**config.mk**
```make
export PLATFORM = sky130hd
export DESIGN_NAME = pac_acquisition
export DESIGN_NICKNAME = d
export VERILOG_FILES = /design/src/pac_pkg.sv /design/src/pac_fifo.sv /design/src/pac_acquisition.sv
export SDC_FILE = /design/constraint.sdc
export NUM_CORES = 1
export LEC_CHECK = 0
export BUFFER_PORTS_ARGS = -buffer_cell sky130_fd_sc_hd__buf_2
export CORE_MARGIN = 2
export CORE_UTILIZATION = 25
export CTS_CLUSTER_SIZE = 14
export DETAILED_ROUTE_END_ITERATION = 8
export PLACE_DENSITY_LB_ADDON = 0.05
export SYNTH_ARGS = -nofsm -noshare
export SYNTH_HDL_FRONTEND = slang
export SYNTH_SLANG_ARGS = --single-unit
export TNS_END_PERCENT = 1
```
**constraint.sdc**
```tcl
create_clock -name clk -period 4.3 [get_ports clk]
set_clock_uncertainty 0.1 [all_clocks]
set_input_delay 0.645 -clock clk [delete_from_list [all_inputs] [get_ports clk]]
set_output_delay 0.645 -clock clk [all_outputs]
set_load 0.01 [all_outputs]
```
**src/pac_pkg.sv**
```systemverilog
package pac_pkg;
  // register byte addresses
  localparam logic [3:0]  TRIM_BANK_ADDR   = 4'h0;
  localparam logic [3:0]  LINE_LAYOUT_ADDR = 4'h4;
  // first register fields
  localparam int REV_LSB     = 0;
  localparam int DELAY_LSB   = 12;
  localparam int KIND_LSB    = 16;
  localparam int LOWBYTE_BIT = 20;
  localparam int CLIP_BIT    = 21;
  localparam int SPARE_BIT   = 22;
  localparam int CLEAR_BIT   = 23;
  localparam int BANK_LSB    = 24;
  localparam int DOUBLER_LSB = 30;
  // second register fields
  localparam int ACTIVE_CLOCKS_PER_LINE_LSB    = 0;
  localparam int LAYOUT_LSB  = 17;
  // widths
  localparam int ACTIVE_CLOCKS_PER_LINE_W      = 17;
  localparam int BANK_W      = 6;
  localparam int MAX_DELAY   = 7;
  // clip limits
  localparam logic [7:0] CLIP_HIGH = 8'hF0;
  localparam logic [7:0] CLIP_LOW  = 8'h0F;
  // doubler codes
  localparam logic [1:0] MUL_ONE = 2'h0;
  localparam logic [1:0] MUL_TWO = 2'h1;
  // reset values
  localparam logic [31:0] TRIM_BANK_RST   = 32'h0000_0000;
  localparam logic [31:0] LINE_LAYOUT_RST = 32'h0000_0000;
  // axi responses
  localparam logic [1:0] RESP_OKAY   = 2'h0;
  localparam logic [1:0] RESP_SLVERR = 2'h2;

  // layout codes
  typedef enum logic [4:0] {
    LAY_ONE_TAP, LAY_2T_OEP, LAY_2T_OEL, LAY_2T_SEG, LAY_2T_SEG_RI, LAY_4T_SEG,
    LAY_4T_OEP_RI, LAY_4Q_RI_BU, LAY_2CAM_1T, LAY_2CAM_OEP, LAY_2CAM_SEG_RI,
    LAY_2CAM_SEG, LAY_2CAM_OEL, LAY_8T_SEG, LAY_MOS_1T, LAY_MOS_OEP, LAY_MOS_2TS,
    LAY_4WI, LAY_2T_OEP_INV, LAY_1T_INV, LAY_8WI, LAY_MOS_2TS_RI, LAY_4TS_2RI,
    LAY_8TS_OEP_4RI, LAY_10WI
  } pac_layout_e;

  // pixel beat on the video path
  typedef struct packed {
    logic        lineValid;
    logic [15:0] data;
  } pac_pixel_s;
endpackage

```
**src/pac_fifo.sv**
```systemverilog
module pac_fifo #(
  parameter int WIDTH = 17,
  parameter int DEPTH = 4
) (
  input  wire logic             clk,
  input  wire logic             rst,
  input  wire logic [WIDTH-1:0] inData,
  input  wire logic             inValid,
  output logic                  inReady,
  output logic      [WIDTH-1:0] outData,
  output logic                  outValid,
  input  wire logic             outReady
);
  localparam int AW = $clog2(DEPTH);
  initial
  begin
    if (DEPTH < 2 || (1 << AW) != DEPTH) $error("depth must be a power of two");
  end
  logic [WIDTH-1:0] mem [DEPTH];
  logic [AW:0]      wrPtr;
  logic [AW:0]      rdPtr;
  wire  [AW:0]      fill = wrPtr - rdPtr;
  wire              push = inValid && inReady;
  wire              pop  = outValid && outReady;
  assign inReady  = fill != (AW+1)'(DEPTH);
  assign outValid = fill != '0;
  assign outData  = mem[rdPtr[AW-1:0]];
  // pointer and storage update
  always_ff @(posedge clk)
  begin
    if (rst)
    begin
      wrPtr <= '0;
      rdPtr <= '0;
    end
    else
    begin
      if (push) wrPtr <= wrPtr + 1'b1;
      if (pop) rdPtr <= rdPtr + 1'b1;
    end
    if (push) mem[wrPtr[AW-1:0]] <= inData;
  end
endmodule // pac_fifo

```
**src/pac_acquisition.sv**
```systemverilog
// Function
// [RL1] read-only 12-bit firmware revision in bits 11..0 of first register
// [RL2] line-valid delayed by 4-bit field pixel clocks, zero means none; field values 8 to 15 give 7 clocks here
// [RL3] read-only 4-bit firmware kind in bits 19..16
// [RL4] bit 20 set keeps only 8 low bits of each lane
// [RL5] software sets barrel shifter so wanted bits land in low byte
// [RL6] bit 21 clips pixels above 240 to 240, below 15 to 15
// [RL7] bit 22 is spare read/write with no effect
// [RL8] while bit 23 is one the calculated starting bank is cleared
// [RL9] calculated starting bank readable in bits 29..24
// [RL10] doubler 00 uses active clocks as is, 01 doubles it
// [RL11] bits 16..0 of second register set active clocks per line
// [RL12] software gives active clocks in camera clocks, not pixels
// [RL13] read-only 5-bit tap-layout code in bits 21..17
// [RL14] layout codes 0 to 7 are single-camera layouts
// [RL15] layout codes 8 to 12 are dual-camera layouts
// [RL16] layout codes 13 to 24 are eight-tap, mosaic, interleaved, inverted
// [RL17] reserved doubler codes behave as unmultiplied
//
// Our own choices: the AXI4-Lite slave port and the address map.
module pac_acquisition #(
  parameter logic [11:0] FW_REVISION = 12'h001, // arbitrary value
  parameter logic [3:0]  FW_KIND     = 4'h1,    // arbitrary value
  parameter logic [4:0]  TAP_LAYOUT  = 5'h00,
  parameter int          LANE_W      = 16,
  parameter int          FIFO_DEPTH  = 4
) (
  input  wire logic                clk,
  input  wire logic                rst,
  input  wire logic [3:0]          s_axi_awaddr,
  input  wire logic                s_axi_awvalid,
  output logic                     s_axi_awready,
  input  wire logic [31:0]         s_axi_wdata,
  input  wire logic [3:0]          s_axi_wstrb,
  input  wire logic                s_axi_wvalid,
  output logic                     s_axi_wready,
  output logic [1:0]               s_axi_bresp,
  output logic                     s_axi_bvalid,
  input  wire logic                s_axi_bready,
  input  wire logic [3:0]          s_axi_araddr,
  input  wire logic                s_axi_arvalid,
  output logic                     s_axi_arready,
  output logic [31:0]              s_axi_rdata,
  output logic [1:0]               s_axi_rresp,
  output logic                     s_axi_rvalid,
  input  wire logic                s_axi_rready,
  input  wire logic [LANE_W-1:0]   videoData,
  input  wire logic                videoLineValid,
  input  wire logic                bankAdvance,
  output logic [LANE_W-1:0]        pixelData,
  output logic                     pixelLineValid,
  output logic                     pixelValid,
  input  wire logic                pixelReady,
  output logic                     activeWindow,
  output logic                     overflow
);
  initial
  begin
    if (LANE_W < 8 || LANE_W > 16) $error("lane width must be 8..16");
    if (TAP_LAYOUT > 5'd24) $error("layout code must be 0..24");
  end

  // software fields
  logic [3:0]               delaySel;
  logic                     lowByte;
  logic                     clipOn;
  logic                     spareBit;
  logic                     bankClear;
  logic [1:0]               doubler;
  logic [pac_pkg::ACTIVE_CLOCKS_PER_LINE_W-1:0] activeClocks;
  logic [pac_pkg::BANK_W-1:0] startBank;

  // write channel: hold address and data until both are present
  logic        awHeld;
  logic        wHeld;
  logic [3:0]  awAddr;
  logic [31:0] wData;
  logic [3:0]  wStrb;
  wire         doWrite = awHeld && wHeld && !s_axi_bvalid;
  wire         hitTrim = awAddr == pac_pkg::TRIM_BANK_ADDR;
  wire         hitLine = awAddr == pac_pkg::LINE_LAYOUT_ADDR;
  wire [31:0]  oldTrim = {doubler, startBank, bankClear, spareBit, clipOn, lowByte,
                          FW_KIND, delaySel, FW_REVISION};
  wire [31:0]  oldLine = {10'h000, TAP_LAYOUT, activeClocks};

  // merge byte lanes into a register word
  function automatic logic [31:0] mergeBytes(input logic [31:0] cur,
                                             input logic [31:0] val,
                                             input logic [3:0] strb);
    logic [31:0] res;
    res = cur;
    for (int i = 0; i < 4; i++)
      if (strb[i]) res[i*8 +: 8] = val[i*8 +: 8];
    return res;
  endfunction

  wire [31:0] newTrim = mergeBytes(oldTrim, wData, wStrb);
  wire [31:0] newLine = mergeBytes(oldLine, wData, wStrb);

  // address and data capture
  always_ff @(posedge clk)
  begin
    if (rst)
    begin
      awHeld <= 1'b0;
      wHeld  <= 1'b0;
      awAddr <= 4'h0;
      wData  <= 32'h0000_0000;
      wStrb  <= 4'h0;
    end
    else
    begin
      if (s_axi_awvalid && s_axi_awready)
      begin
        awHeld <= 1'b1;
        awAddr <= s_axi_awaddr;
      end
      else if (doWrite)
        awHeld <= 1'b0;
      if (s_axi_wvalid && s_axi_wready)
      begin
        wHeld <= 1'b1;
        wData <= s_axi_wdata;
        wStrb <= s_axi_wstrb;
      end
      else if (doWrite)
        wHeld <= 1'b0;
    end
  end

  // ready flags are registered and drop once a half is held
  always_ff @(posedge clk)
  begin
    if (rst)
    begin
      s_axi_awready <= 1'b0;
      s_axi_wready  <= 1'b0;
      s_axi_bvalid  <= 1'b0;
      s_axi_bresp   <= pac_pkg::RESP_OKAY;
    end
    else
    begin
      s_axi_awready <= !awHeld && !(s_axi_awvalid && s_axi_awready) && !s_axi_bvalid;
      s_axi_wready  <= !wHeld && !(s_axi_wvalid && s_axi_wready) && !s_axi_bvalid;
      if (doWrite)
      begin
        s_axi_bvalid <= 1'b1;
        s_axi_bresp  <= (hitTrim || hitLine) ? pac_pkg::RESP_OKAY : pac_pkg::RESP_SLVERR;
      end
      else if (s_axi_bready)
        s_axi_bvalid <= 1'b0;
    end
  end

  // writable fields; read-only bits ignore writes
  always_ff @(posedge clk)
  begin
    if (rst)
    begin
      delaySel     <= pac_pkg::TRIM_BANK_RST[pac_pkg::DELAY_LSB +: 4];
      lowByte      <= pac_pkg::TRIM_BANK_RST[pac_pkg::LOWBYTE_BIT];
      clipOn       <= pac_pkg::TRIM_BANK_RST[pac_pkg::CLIP_BIT];
      spareBit     <= pac_pkg::TRIM_BANK_RST[pac_pkg::SPARE_BIT];
      bankClear    <= pac_pkg::TRIM_BANK_RST[pac_pkg::CLEAR_BIT];
      doubler      <= pac_pkg::TRIM_BANK_RST[pac_pkg::DOUBLER_LSB +: 2];
      activeClocks <= pac_pkg::LINE_LAYOUT_RST[pac_pkg::ACTIVE_CLOCKS_PER_LINE_LSB +: pac_pkg::ACTIVE_CLOCKS_PER_LINE_W];
    end
    else if (doWrite && hitTrim)
    begin
      delaySel  <= newTrim[pac_pkg::DELAY_LSB +: 4];
      lowByte   <= newTrim[pac_pkg::LOWBYTE_BIT];
      clipOn    <= newTrim[pac_pkg::CLIP_BIT];
      // [RL7] spare bit stored
      spareBit  <= newTrim[pac_pkg::SPARE_BIT];
      bankClear <= newTrim[pac_pkg::CLEAR_BIT];
      doubler   <= newTrim[pac_pkg::DOUBLER_LSB +: 2];
    end
    else if (doWrite && hitLine)
      // [RL11] active clocks stored
      activeClocks <= newLine[pac_pkg::ACTIVE_CLOCKS_PER_LINE_LSB +: pac_pkg::ACTIVE_CLOCKS_PER_LINE_W];
  end

  // read channel, one cycle after the address is taken
  wire [3:0] rdAddr = s_axi_araddr;
  // [RL1] [RL3] [RL9] first register view
  // [RL13] [RL14] [RL15] [RL16] layout code view
  always_ff @(posedge clk)
  begin
    if (rst)
    begin
      s_axi_arready <= 1'b0;
      s_axi_rvalid  <= 1'b0;
      s_axi_rdata   <= 32'h0000_0000;
      s_axi_rresp   <= pac_pkg::RESP_OKAY;
    end
    else
    begin
      s_axi_arready <= !s_axi_rvalid && !(s_axi_arvalid && s_axi_arready);
      if (s_axi_arvalid && s_axi_arready)
      begin
        s_axi_rvalid <= 1'b1;
        s_axi_rresp  <= pac_pkg::RESP_OKAY;
        if (rdAddr == pac_pkg::TRIM_BANK_ADDR)
          s_axi_rdata <= oldTrim;
        else if (rdAddr == pac_pkg::LINE_LAYOUT_ADDR)
          s_axi_rdata <= oldLine;
        else
        begin
          s_axi_rdata <= 32'h0000_0000;
          s_axi_rresp <= pac_pkg::RESP_SLVERR;
        end
      end
      else if (s_axi_rready)
        s_axi_rvalid <= 1'b0;
    end
  end

  // pin inputs through two flip-flops
  logic [LANE_W-1:0] dataMeta;
  logic [LANE_W-1:0] dataSync;
  logic [1:0]        lvPipe;
  logic [1:0]        bankPipe;
  logic              bankPrev;
  always_ff @(posedge clk)
  begin
    dataMeta <= videoData;
    dataSync <= dataMeta;
    if (rst)
    begin
      lvPipe   <= 2'b00;
      bankPipe <= 2'b00;
      bankPrev <= 1'b0;
    end
    else
    begin
      lvPipe   <= {lvPipe[0], videoLineValid};
      bankPipe <= {bankPipe[0], bankAdvance};
      bankPrev <= bankPipe[1];
    end
  end

  // starting bank: counts bank advances
  always_ff @(posedge clk)
  begin
    if (rst)
      startBank <= '0;
    // [RL8] held clear while bit set
    else if (bankClear)
      startBank <= '0;
    else if (bankPipe[1] && !bankPrev)
      startBank <= startBank + 1'b1;
  end

  // line-valid delay line, 0..7 clocks
  logic [pac_pkg::MAX_DELAY:0] lvDelay;
  always_ff @(posedge clk)
  begin
    if (rst)
      lvDelay <= '0;
    else
      lvDelay <= {lvDelay[pac_pkg::MAX_DELAY-1:0], lvPipe[1]};
  end
  // [RL2] pick delayed window
  wire [2:0] delayIdx  = delaySel[3] ? 3'(pac_pkg::MAX_DELAY) : delaySel[2:0];
  wire       lvDelayed = delayIdx == 3'h0 ? lvPipe[1] : lvDelay[delayIdx - 3'h1];

  // horizontal window length
  // [RL10] [RL17] doubler decode, reserved codes unmultiplied
  wire [pac_pkg::ACTIVE_CLOCKS_PER_LINE_W:0] lineLen = (doubler == pac_pkg::MUL_TWO)
                                   ? {activeClocks, 1'b0} : {1'b0, activeClocks};
  logic [pac_pkg::ACTIVE_CLOCKS_PER_LINE_W:0] clkCount;
  logic                     lvPrev;
  wire  inWindow = lvDelayed && (clkCount < lineLen);
  always_ff @(posedge clk)
  begin
    if (rst)
    begin
      clkCount <= '0;
      lvPrev   <= 1'b0;
    end
    else
    begin
      lvPrev <= lvDelayed;
      if (lvDelayed && !lvPrev)
        clkCount <= (pac_pkg::ACTIVE_CLOCKS_PER_LINE_W+1)'(1);
      else if (lvDelayed && clkCount != '1)
        clkCount <= clkCount + 1'b1;
    end
  end
  wire inWindowNow = lvDelayed && (!lvPrev ? lineLen != '0 : inWindow);

  // pixel conditioning
  // [RL4] low byte only
  wire [LANE_W-1:0] narrowed = lowByte ? {{(LANE_W-8){1'b0}}, dataSync[7:0]} : dataSync;
  // [RL6] clip gray levels
  wire [LANE_W-1:0] clipped =
    !clipOn ? narrowed :
    (narrowed > LANE_W'(pac_pkg::CLIP_HIGH)) ? LANE_W'(pac_pkg::CLIP_HIGH) :
    (narrowed < LANE_W'(pac_pkg::CLIP_LOW))  ? LANE_W'(pac_pkg::CLIP_LOW) : narrowed;

  // buffer toward the consumer
  logic [LANE_W:0] fifoOut;
  logic            fifoValid;
  logic            fifoReady;
  pac_fifo #(
    .WIDTH (LANE_W + 1),
    .DEPTH (FIFO_DEPTH)
  ) u_fifo (
    .clk      (clk),
    .rst      (rst),
    .inData   ({lvDelayed, clipped}),
    .inValid  (inWindowNow),
    .inReady  (fifoReady),
    .outData  (fifoOut),
    .outValid (fifoValid),
    .outReady (pixelReady || !pixelValid)
  );

  // output stage and status flags
  always_ff @(posedge clk)
  begin
    if (rst)
    begin
      pixelData      <= '0;
      pixelLineValid <= 1'b0;
      pixelValid     <= 1'b0;
      activeWindow   <= 1'b0;
      overflow       <= 1'b0;
    end
    else
    begin
      if (pixelReady || !pixelValid)
      begin
        pixelValid     <= fifoValid;
        pixelData      <= fifoOut[LANE_W-1:0];
        pixelLineValid <= fifoOut[LANE_W];
      end
      activeWindow <= inWindowNow;
      overflow     <= inWindowNow && !fifoReady;
    end
  end
endmodule // pac_acquisition

```
Word-level counts from Yosys, hierarchy flattened. Memories as Yosys holds them, arrays and structs flattened. A register that Yosys moved wholly into a read port is not among the register bits. Index checks and enable logic that the tools add are counted.

$add $sub $neg: 6. $mul: 0. Divide/modulo/power cells: 0. Magnitude comparators: 4. Equal/unequal tests: 5. Shift operators: 0. Muxes and demuxes: 26. Bitwise gates (word level): 1. Reduce and logical (&&, ||, !) cells: 51.

Operators by type and width (number): two-way mux 16 bit (4); two-way mux 32 bit (1); logical AND 1 bit (20); adder 18 x 1 -> 18 bit, second input constant (1); less-than comparator 18 bit (1); two-way mux 18 bit (1); != test 18 bit, second input constant (1); nonzero test 18 bit (1); two-way mux 17 bit (1); > comparator 16 x 8 -> 1 bit, second input constant (1); less-than comparator 16 x 4 -> 1 bit, second input constant (1); two-way mux 1 bit (14); zero test 1 bit (11); nonzero test 2 bit (5); AND reduction 3 bit (3); == test 4 x 3 -> 1 bit, second input constant (2); zero test 4 bit (2); adder 3 x 1 -> 3 bit, second input constant (2); adder 6 x 1 -> 6 bit, second input constant (1); two-way mux 2 bit (3); AND reduction 2 bit (3); less-than comparator 3 x 4 -> 1 bit, second input constant (1); OR reduction 2 bit (2); binary-select mux 1 bit (select 3 bit) (1); 9 further kinds (10).

Register bits after elaboration: 189. Latch bits: 0. RAM bits: 68. ROM bits: 0. Input port bits: 70. Output and inout bits: 61. Memories: 1.

Memory list: u_fifo.mem (depth 4, bits a word 17, read ports 1, clocked after Yosys merged registers in 1, write ports 1, line pac_fifo.sv:19) `logic [WIDTH-1:0] mem [DEPTH];`.

Depth between registers and ports, before layout.
Word-level depth: 11. Depth in mapped cells: 11. Gate-level depth less buffers: 9.

By module. From an unflattened synthesis, not the netlist that was laid out.

Cells, all modules: 943. Area, all modules: 10196.0 µm².

Modules (own cells, without submodules): pac_acquisition (times used 1, cells each 800, area each 7223.2 µm², seq. area each 3723.6 µm²); pac_fifo (times used 1, cells each 143, area each 2972.9 µm², seq. area each 2202.1 µm²).

Worst setup path before layout. Ideal clock, no wire load.

Kind: reg-to-reg. Start: register doubler[1]. End: register u_fifo.wrPtr[2]. Arrival time: 3.819 ns. Required time: 4.077 ns. Slack: 0.258 ns. Stages on the path, launching flop included: 12. Buffers on the path: 2. Cells stage by stage: dfxtp_1 -> nand2b_1 -> buf_2 -> buf_1 -> mux2i_1 -> ha_1 -> a21oi_1 -> o21ai_0 -> a221oi_1 -> o221ai_1 -> nor4b_2 -> mux2_1.

Cells in the longest elaborated chain, start to end: 7. Elaborated cells on any way between the ends: 8. Those cells by class: order compare: 1; eq/ne: 1; mux: 2; reduce/logical: 4.

RTL lines: start, declared (line pac_acquisition.sv:69) `logic [1:0] doubler;`; start signal, assigned (line pac_acquisition.sv:165) `doubler <= pac_pkg::TRIM_BANK_RST[pac_pkg::DOUBLER_LSB +: 2];`; start signal, assigned (line pac_acquisition.sv:176) `doubler <= newTrim[pac_pkg::DOUBLER_LSB +: 2];`; == test 2 x 1 -> 1 bit * (line pac_acquisition.sv:269) `wire [pac_pkg::ACTIVE_CLOCKS_PER_LINE_W:0] lineLen = (doubler == pac_pkg::MUL_TWO)`; two-way mux 18 bit * (line pac_acquisition.sv:270) `? {activeClocks, 1'b0} : {1'b0, activeClocks};`; less-than comparator 18 bit (line pac_acquisition.sv:273) `wire inWindow = lvDelayed && (clkCount < lineLen);`; logical AND 1 bit (line pac_acquisition.sv:273); two-way mux 1 bit * (line pac_acquisition.sv:290) `wire inWindowNow = lvDelayed && (!lvPrev ? lineLen != '0 : inWindow);`; logical AND 1 bit * (line pac_acquisition.sv:290); logical AND 1 bit * (line pac_fifo.sv:23) `wire push = inValid && inReady;`; end signal, assigned (line pac_fifo.sv:38) `if (push) wrPtr <= wrPtr + 1'b1;`; end, declared (line pac_fifo.sv:20) `logic [AW:0] wrPtr;`.

Every way passes the cells marked *; elsewhere a longest branch is shown, timed or not. A chain may end at the register's enable or synchronous reset.

Final worst setup path.
Start: register doubler[1]. End: memory u_fifo.mem[2][10] (enable).

Cells in the longest elaborated chain, start to end: 9. Elaborated cells on any way between the ends: 10. Those cells by class: order compare: 1; eq/ne: 1; mux: 4; reduce/logical: 4.

RTL lines: == test 2 x 1 -> 1 bit * (line pac_acquisition.sv:269); two-way mux 18 bit * (line pac_acquisition.sv:270); less-than comparator 18 bit (line pac_acquisition.sv:273); logical AND 1 bit (line pac_acquisition.sv:273); two-way mux 1 bit * (line pac_acquisition.sv:290); logical AND 1 bit * (line pac_acquisition.sv:290); logical AND 1 bit * (line pac_fifo.sv:23); two-way mux 1 bit * (line pac_fifo.sv:41) `if (push) mem[wrPtr[AW-1:0]] <= inData;`; two-way mux 1 bit (implied by the code) * (line pac_fifo.sv:41); end, declared (line pac_fifo.sv:19).

Marked as above.

==> metrics.md <==
| Metric | Value |
|---|---|
| Synth Warn # | `0` |
| Synth-to-layout area growth | `22.1%` |
| Max Slew Vio Count | `0` |
| Fin crit period | `3.60 ns` |
| Hold EP | `dataMeta[6]` |
| Setup Buffers After CTS | `0` |
| Core box area | `39500 um2` |
| CTS tree | `done` |
| Reg2reg start | `doubler[1]` |
| WL per Instance | `16.7 um` |
| Yosys top cell area share | `38.6%` |
| Clock power frac | `44.5%` |
| Cell area after synthesis | `9950 um2` |
| Synth cell count leaders | `dfxtp_1 (192), nand2_1 (129), nor2_1 (88)` |
| CP max-delay cell | `nand2b_1` |
| Finished Cell Area | `12100 um2` |
| Worst VDD drop | `0.277 mV` |
| Main synth FF type | `dfxtp_1` |
| Final period util | `83.7%` |
| H-tree depth | `1` |
| Total power | `5840 uW` |
| Power density over the cells | `480 nW/um2` |
| Vias per inst | `4.30` |
| Area leader, netlist | `dfxtp_1` |
| Top-count cell post-synth | `dfxtp_1` |
| Routed via count | `6764` |
| Internal power | `4390 uW` |
| Clk Tree Root Cell | `clkbuf_16` |
| Hold path cells | `1` |
| Critical path's largest stage delay | `0.43 ns` |
| GR Overflow Total | `0` |
| Syn avg cell area | `11.0 um2` |
| Setup violators final | `0` |
| Number of global-route vias before repair | `7100` |
| Psw | `1440 uW` |
| Clock Path Buffers | `3` |
| Post-route DRC | `0` |
| Most used cell, CP | `a21oi_1` |
| First-pass GRT wire length | `41400 um` |
| CTS clk-pin slew, worst paths | `0.06 ns` |
| Ports | `131` |
| Total CTS buffers | `31` |
| CP max FO | `12` |
| CTS hold repair buffers | `0` |
| Seq cells post-synth | `260` |
| CP Cell Sequence | `nand2b_1, buf_4, mux2i_1, ha_1, a21oi_1, o21ai_0, a21oi_1, o221ai_1, nor3_2, and2_1, buf_12` |
| Initial antenna violation count | `1` |
| RSZ-0062 raised after global routing | `false` |
| Largest net degree at the start of global routing | `85` |
| Worst hold path class | `in2reg` |
| Antenna Violating Nets Remaining | `0` |
| Sequential share of power | `45.6%` |
| DR pass1 iterations | `5` |
| Netlist cell types | `53` |
| Ys async rst share | `0%` |
| Register area share after synthesis | `59.2%` |
| Core Rows | `73` |
| Worst-skew pair later-pin latency | `0.58 ns` |
| Mapped Cells | `905` |
| Crit path required time | `4.47 ns` |
| Die area | `41400 um2` |
| Critical Path Start | `doubler[1]` |
| Die Ht | `203 um` |
| Tightest Pin Transition | `1.19 ns` |
| Post-layout net count | `1122` |
| Synth top area cells | `dfxtp_1 (39%), edfxtp_1 (21%), nand2_1 (4.9%)` |
| Max-cap violation count | `0` |
| HP Start | `videoData[6]` |
| Placed cell area | `11100 um2` |
| Setup TNS | `0 ns` |
| CP Data Arrival Time | `3.77 ns` |
| Pleak | `0.00478 uW` |
| Diodes inserted | `0` |
| Starting Density | `25.2%` |
| Drt total wl | `26400 um` |
| PortBufs | `116` |
| Sw Share | `24.7%` |
| Reg2Reg Setup Slack | `0.70 ns` |
| Slew headroom | `20.1%` |
| WS Path Type | `reg2reg` |
| R2R depth | `11` |
| Worst setup EP type | `flip-flop` |
| Hold Fails Final Rpt | `0` |
| Clock sink count | `260` |
| Tot GR Track Use | `12.8%` |
| CP Launch Type | `flip-flop` |
| Layout cells sized above 1 | `20.5%` |
| DP HPWL | `17600 um` |
| Highest clock rate | `278 MHz` |
| Status | `completed` |
| EDFF count, synth | `68` |
| Comb pwr share | `9.9%` |
| Hold slack | `0.0639 ns` |
| Gp weighted congestion | `0.696` |
| DRT iter0 DRCs | `265` |
| Die width | `203 um` |
| Post_cts resized | `0` |
| Worst r2r dst | `u_fifo.mem[2][10]` |
==> worst max-delay path by stage <==
stage,end,slack [ns],depth (start not counted)
floorplan,u_fifo.wrPtr[2],0.26,11
global placement,u_fifo.mem[2][9],0.59,11
detailed placement,u_fifo.mem[2][8],0.59,11
CTS,u_fifo.mem[2][10],0.56,11
global route,u_fifo.mem[2][10],0.40,11
finish,u_fifo.mem[2][10],0.70,11
==> layout make-up <==
type / instances / area, um2
timing repair buffer: 130 / 713
multi-input combinational: 593 / 3840
sequential: 260 / 5890
clock inverter: 12 / 95.1
fill: 4138 / 27400
inverter: 8 / 30.0
clock buffer: 46 / 923
tap: 525 / 657
==> power by group through the flow <==
| stage | Clock, uW | Combinational (uW) | Sequential [uW] |
|---|---|---|---|
| 2_1_floorplan | 0 | 371 | 2730 |
| 3_3_place_gp | 0 | 607 | 2710 |
| 3_5_place_dp | 0 | 605 | 2710 |
| 4_1_cts | 2690 | 608 | 2660 |
| 5_1_grt | 2770 | 651 | 2670 |
| 6_report | 2600 | 578 | 2660 |
==> cell families after synthesis <==
logic type,count (synthesis),share of synthesized area [%]
AOI/OAI and AO/OA,124,7.47
xor gates and xnor gates,24,2.11
adders and majority gates,28,3.52
buffers and inverters,56,2.47
DFF,260,59.2
muxes,64,8.92
other,1,0.0377
and+or+nand+nor,348,16.3
==> cells in the final DEF (no fill, tap or decap), types with 2 or more instances in the layout <==
master     count
inv_1          7
clkbuf_8       7
buf_12         2
edfxtp_1      68
mux2i_1       38
mux2_2         5
clkbuf_16     32
nor3_2         2
nand4_1        5
and3_1         2
clkbuf_1       7
nor2b_1       18
clkinv_2       8
or4_1          2
nor3_1        13
a21oi_1       75
o21ai_1        3
o21a_1         4
buf_4         13
mux4_2        19
and2_1        14
o21ai_0        8
nand2b_1      10
nor2_1        88
mux2_1         2
dfxtp_1      192
conb_1         5
xor2_1         6
or2_2          2
xnor2_1       18
nand3_1       30
nand3b_1       3
buf_2        115
a22oi_1       27
nand2_1      129
and4_1         3
nor4_1        17
ha_1          28
==> critical path: cells and delay by family (launching register included) <==
| kind | cells | cell delay, ns |
|---|---|---|
| AND/OR/NAND/NOR | 3 | 1.24 |
| AO/OA/AOI/OAI | 4 | 0.68 |
| buffers and inverters | 2 | 0.42 |
| flip-flops | 1 | 0.36 |
| adder cells (fa/ha/maj) | 1 | 0.26 |
| multiplexers | 1 | 0.20 |
==> registers in the layout, indices dropped and copies added, names as in the netlist, 2 cells and up <==
register / count
u_fifo.rdPtr: 3
wData: 23
bankPipe: 2
u_fifo.mem: 68
lvDelay: 8
u_fifo.wrPtr: 3
awAddr: 4
doubler: 2
dataSync: 16
wStrb: 4
startBank: 6
s_axi_rdata: 29
activeClocks: 17
dataMeta: 16
lvPipe: 2
delaySel: 4
pixelData: 16
clkCount: 18
==> metrics by stage <==
stage | setup slack (ns) | util (%) | cells
finish | 0.701 | 30.7 | 1574
detailed placement | 0.586 | 28.1 | 1516
global route | 0.401 | 30.7 | 1574
global placement | 0.590 | 28.1 | 1516
CTS | 0.563 | 30.7 | 1574
floorplan | 0.258 | - | 909
==> layer usage <==
| layer | part of all wire, % | track usage, % | routed length (um) | vias up |
|---|---|---|---|---|
| met4 | 2.5 | 3.52 | 648 | 2 |
| met2 | 45 | 20.7 | 11900 | 101 |
| met5 | 0.046 | 0 | 12 | - |
| met1 | 49 | 17.5 | 12900 | 3199 |
| met3 | 3.6 | 2.48 | 946 | 40 |
| li1 | - | - | - | 3422 |
Note: power is estimated with default switching activity, not from simulation.
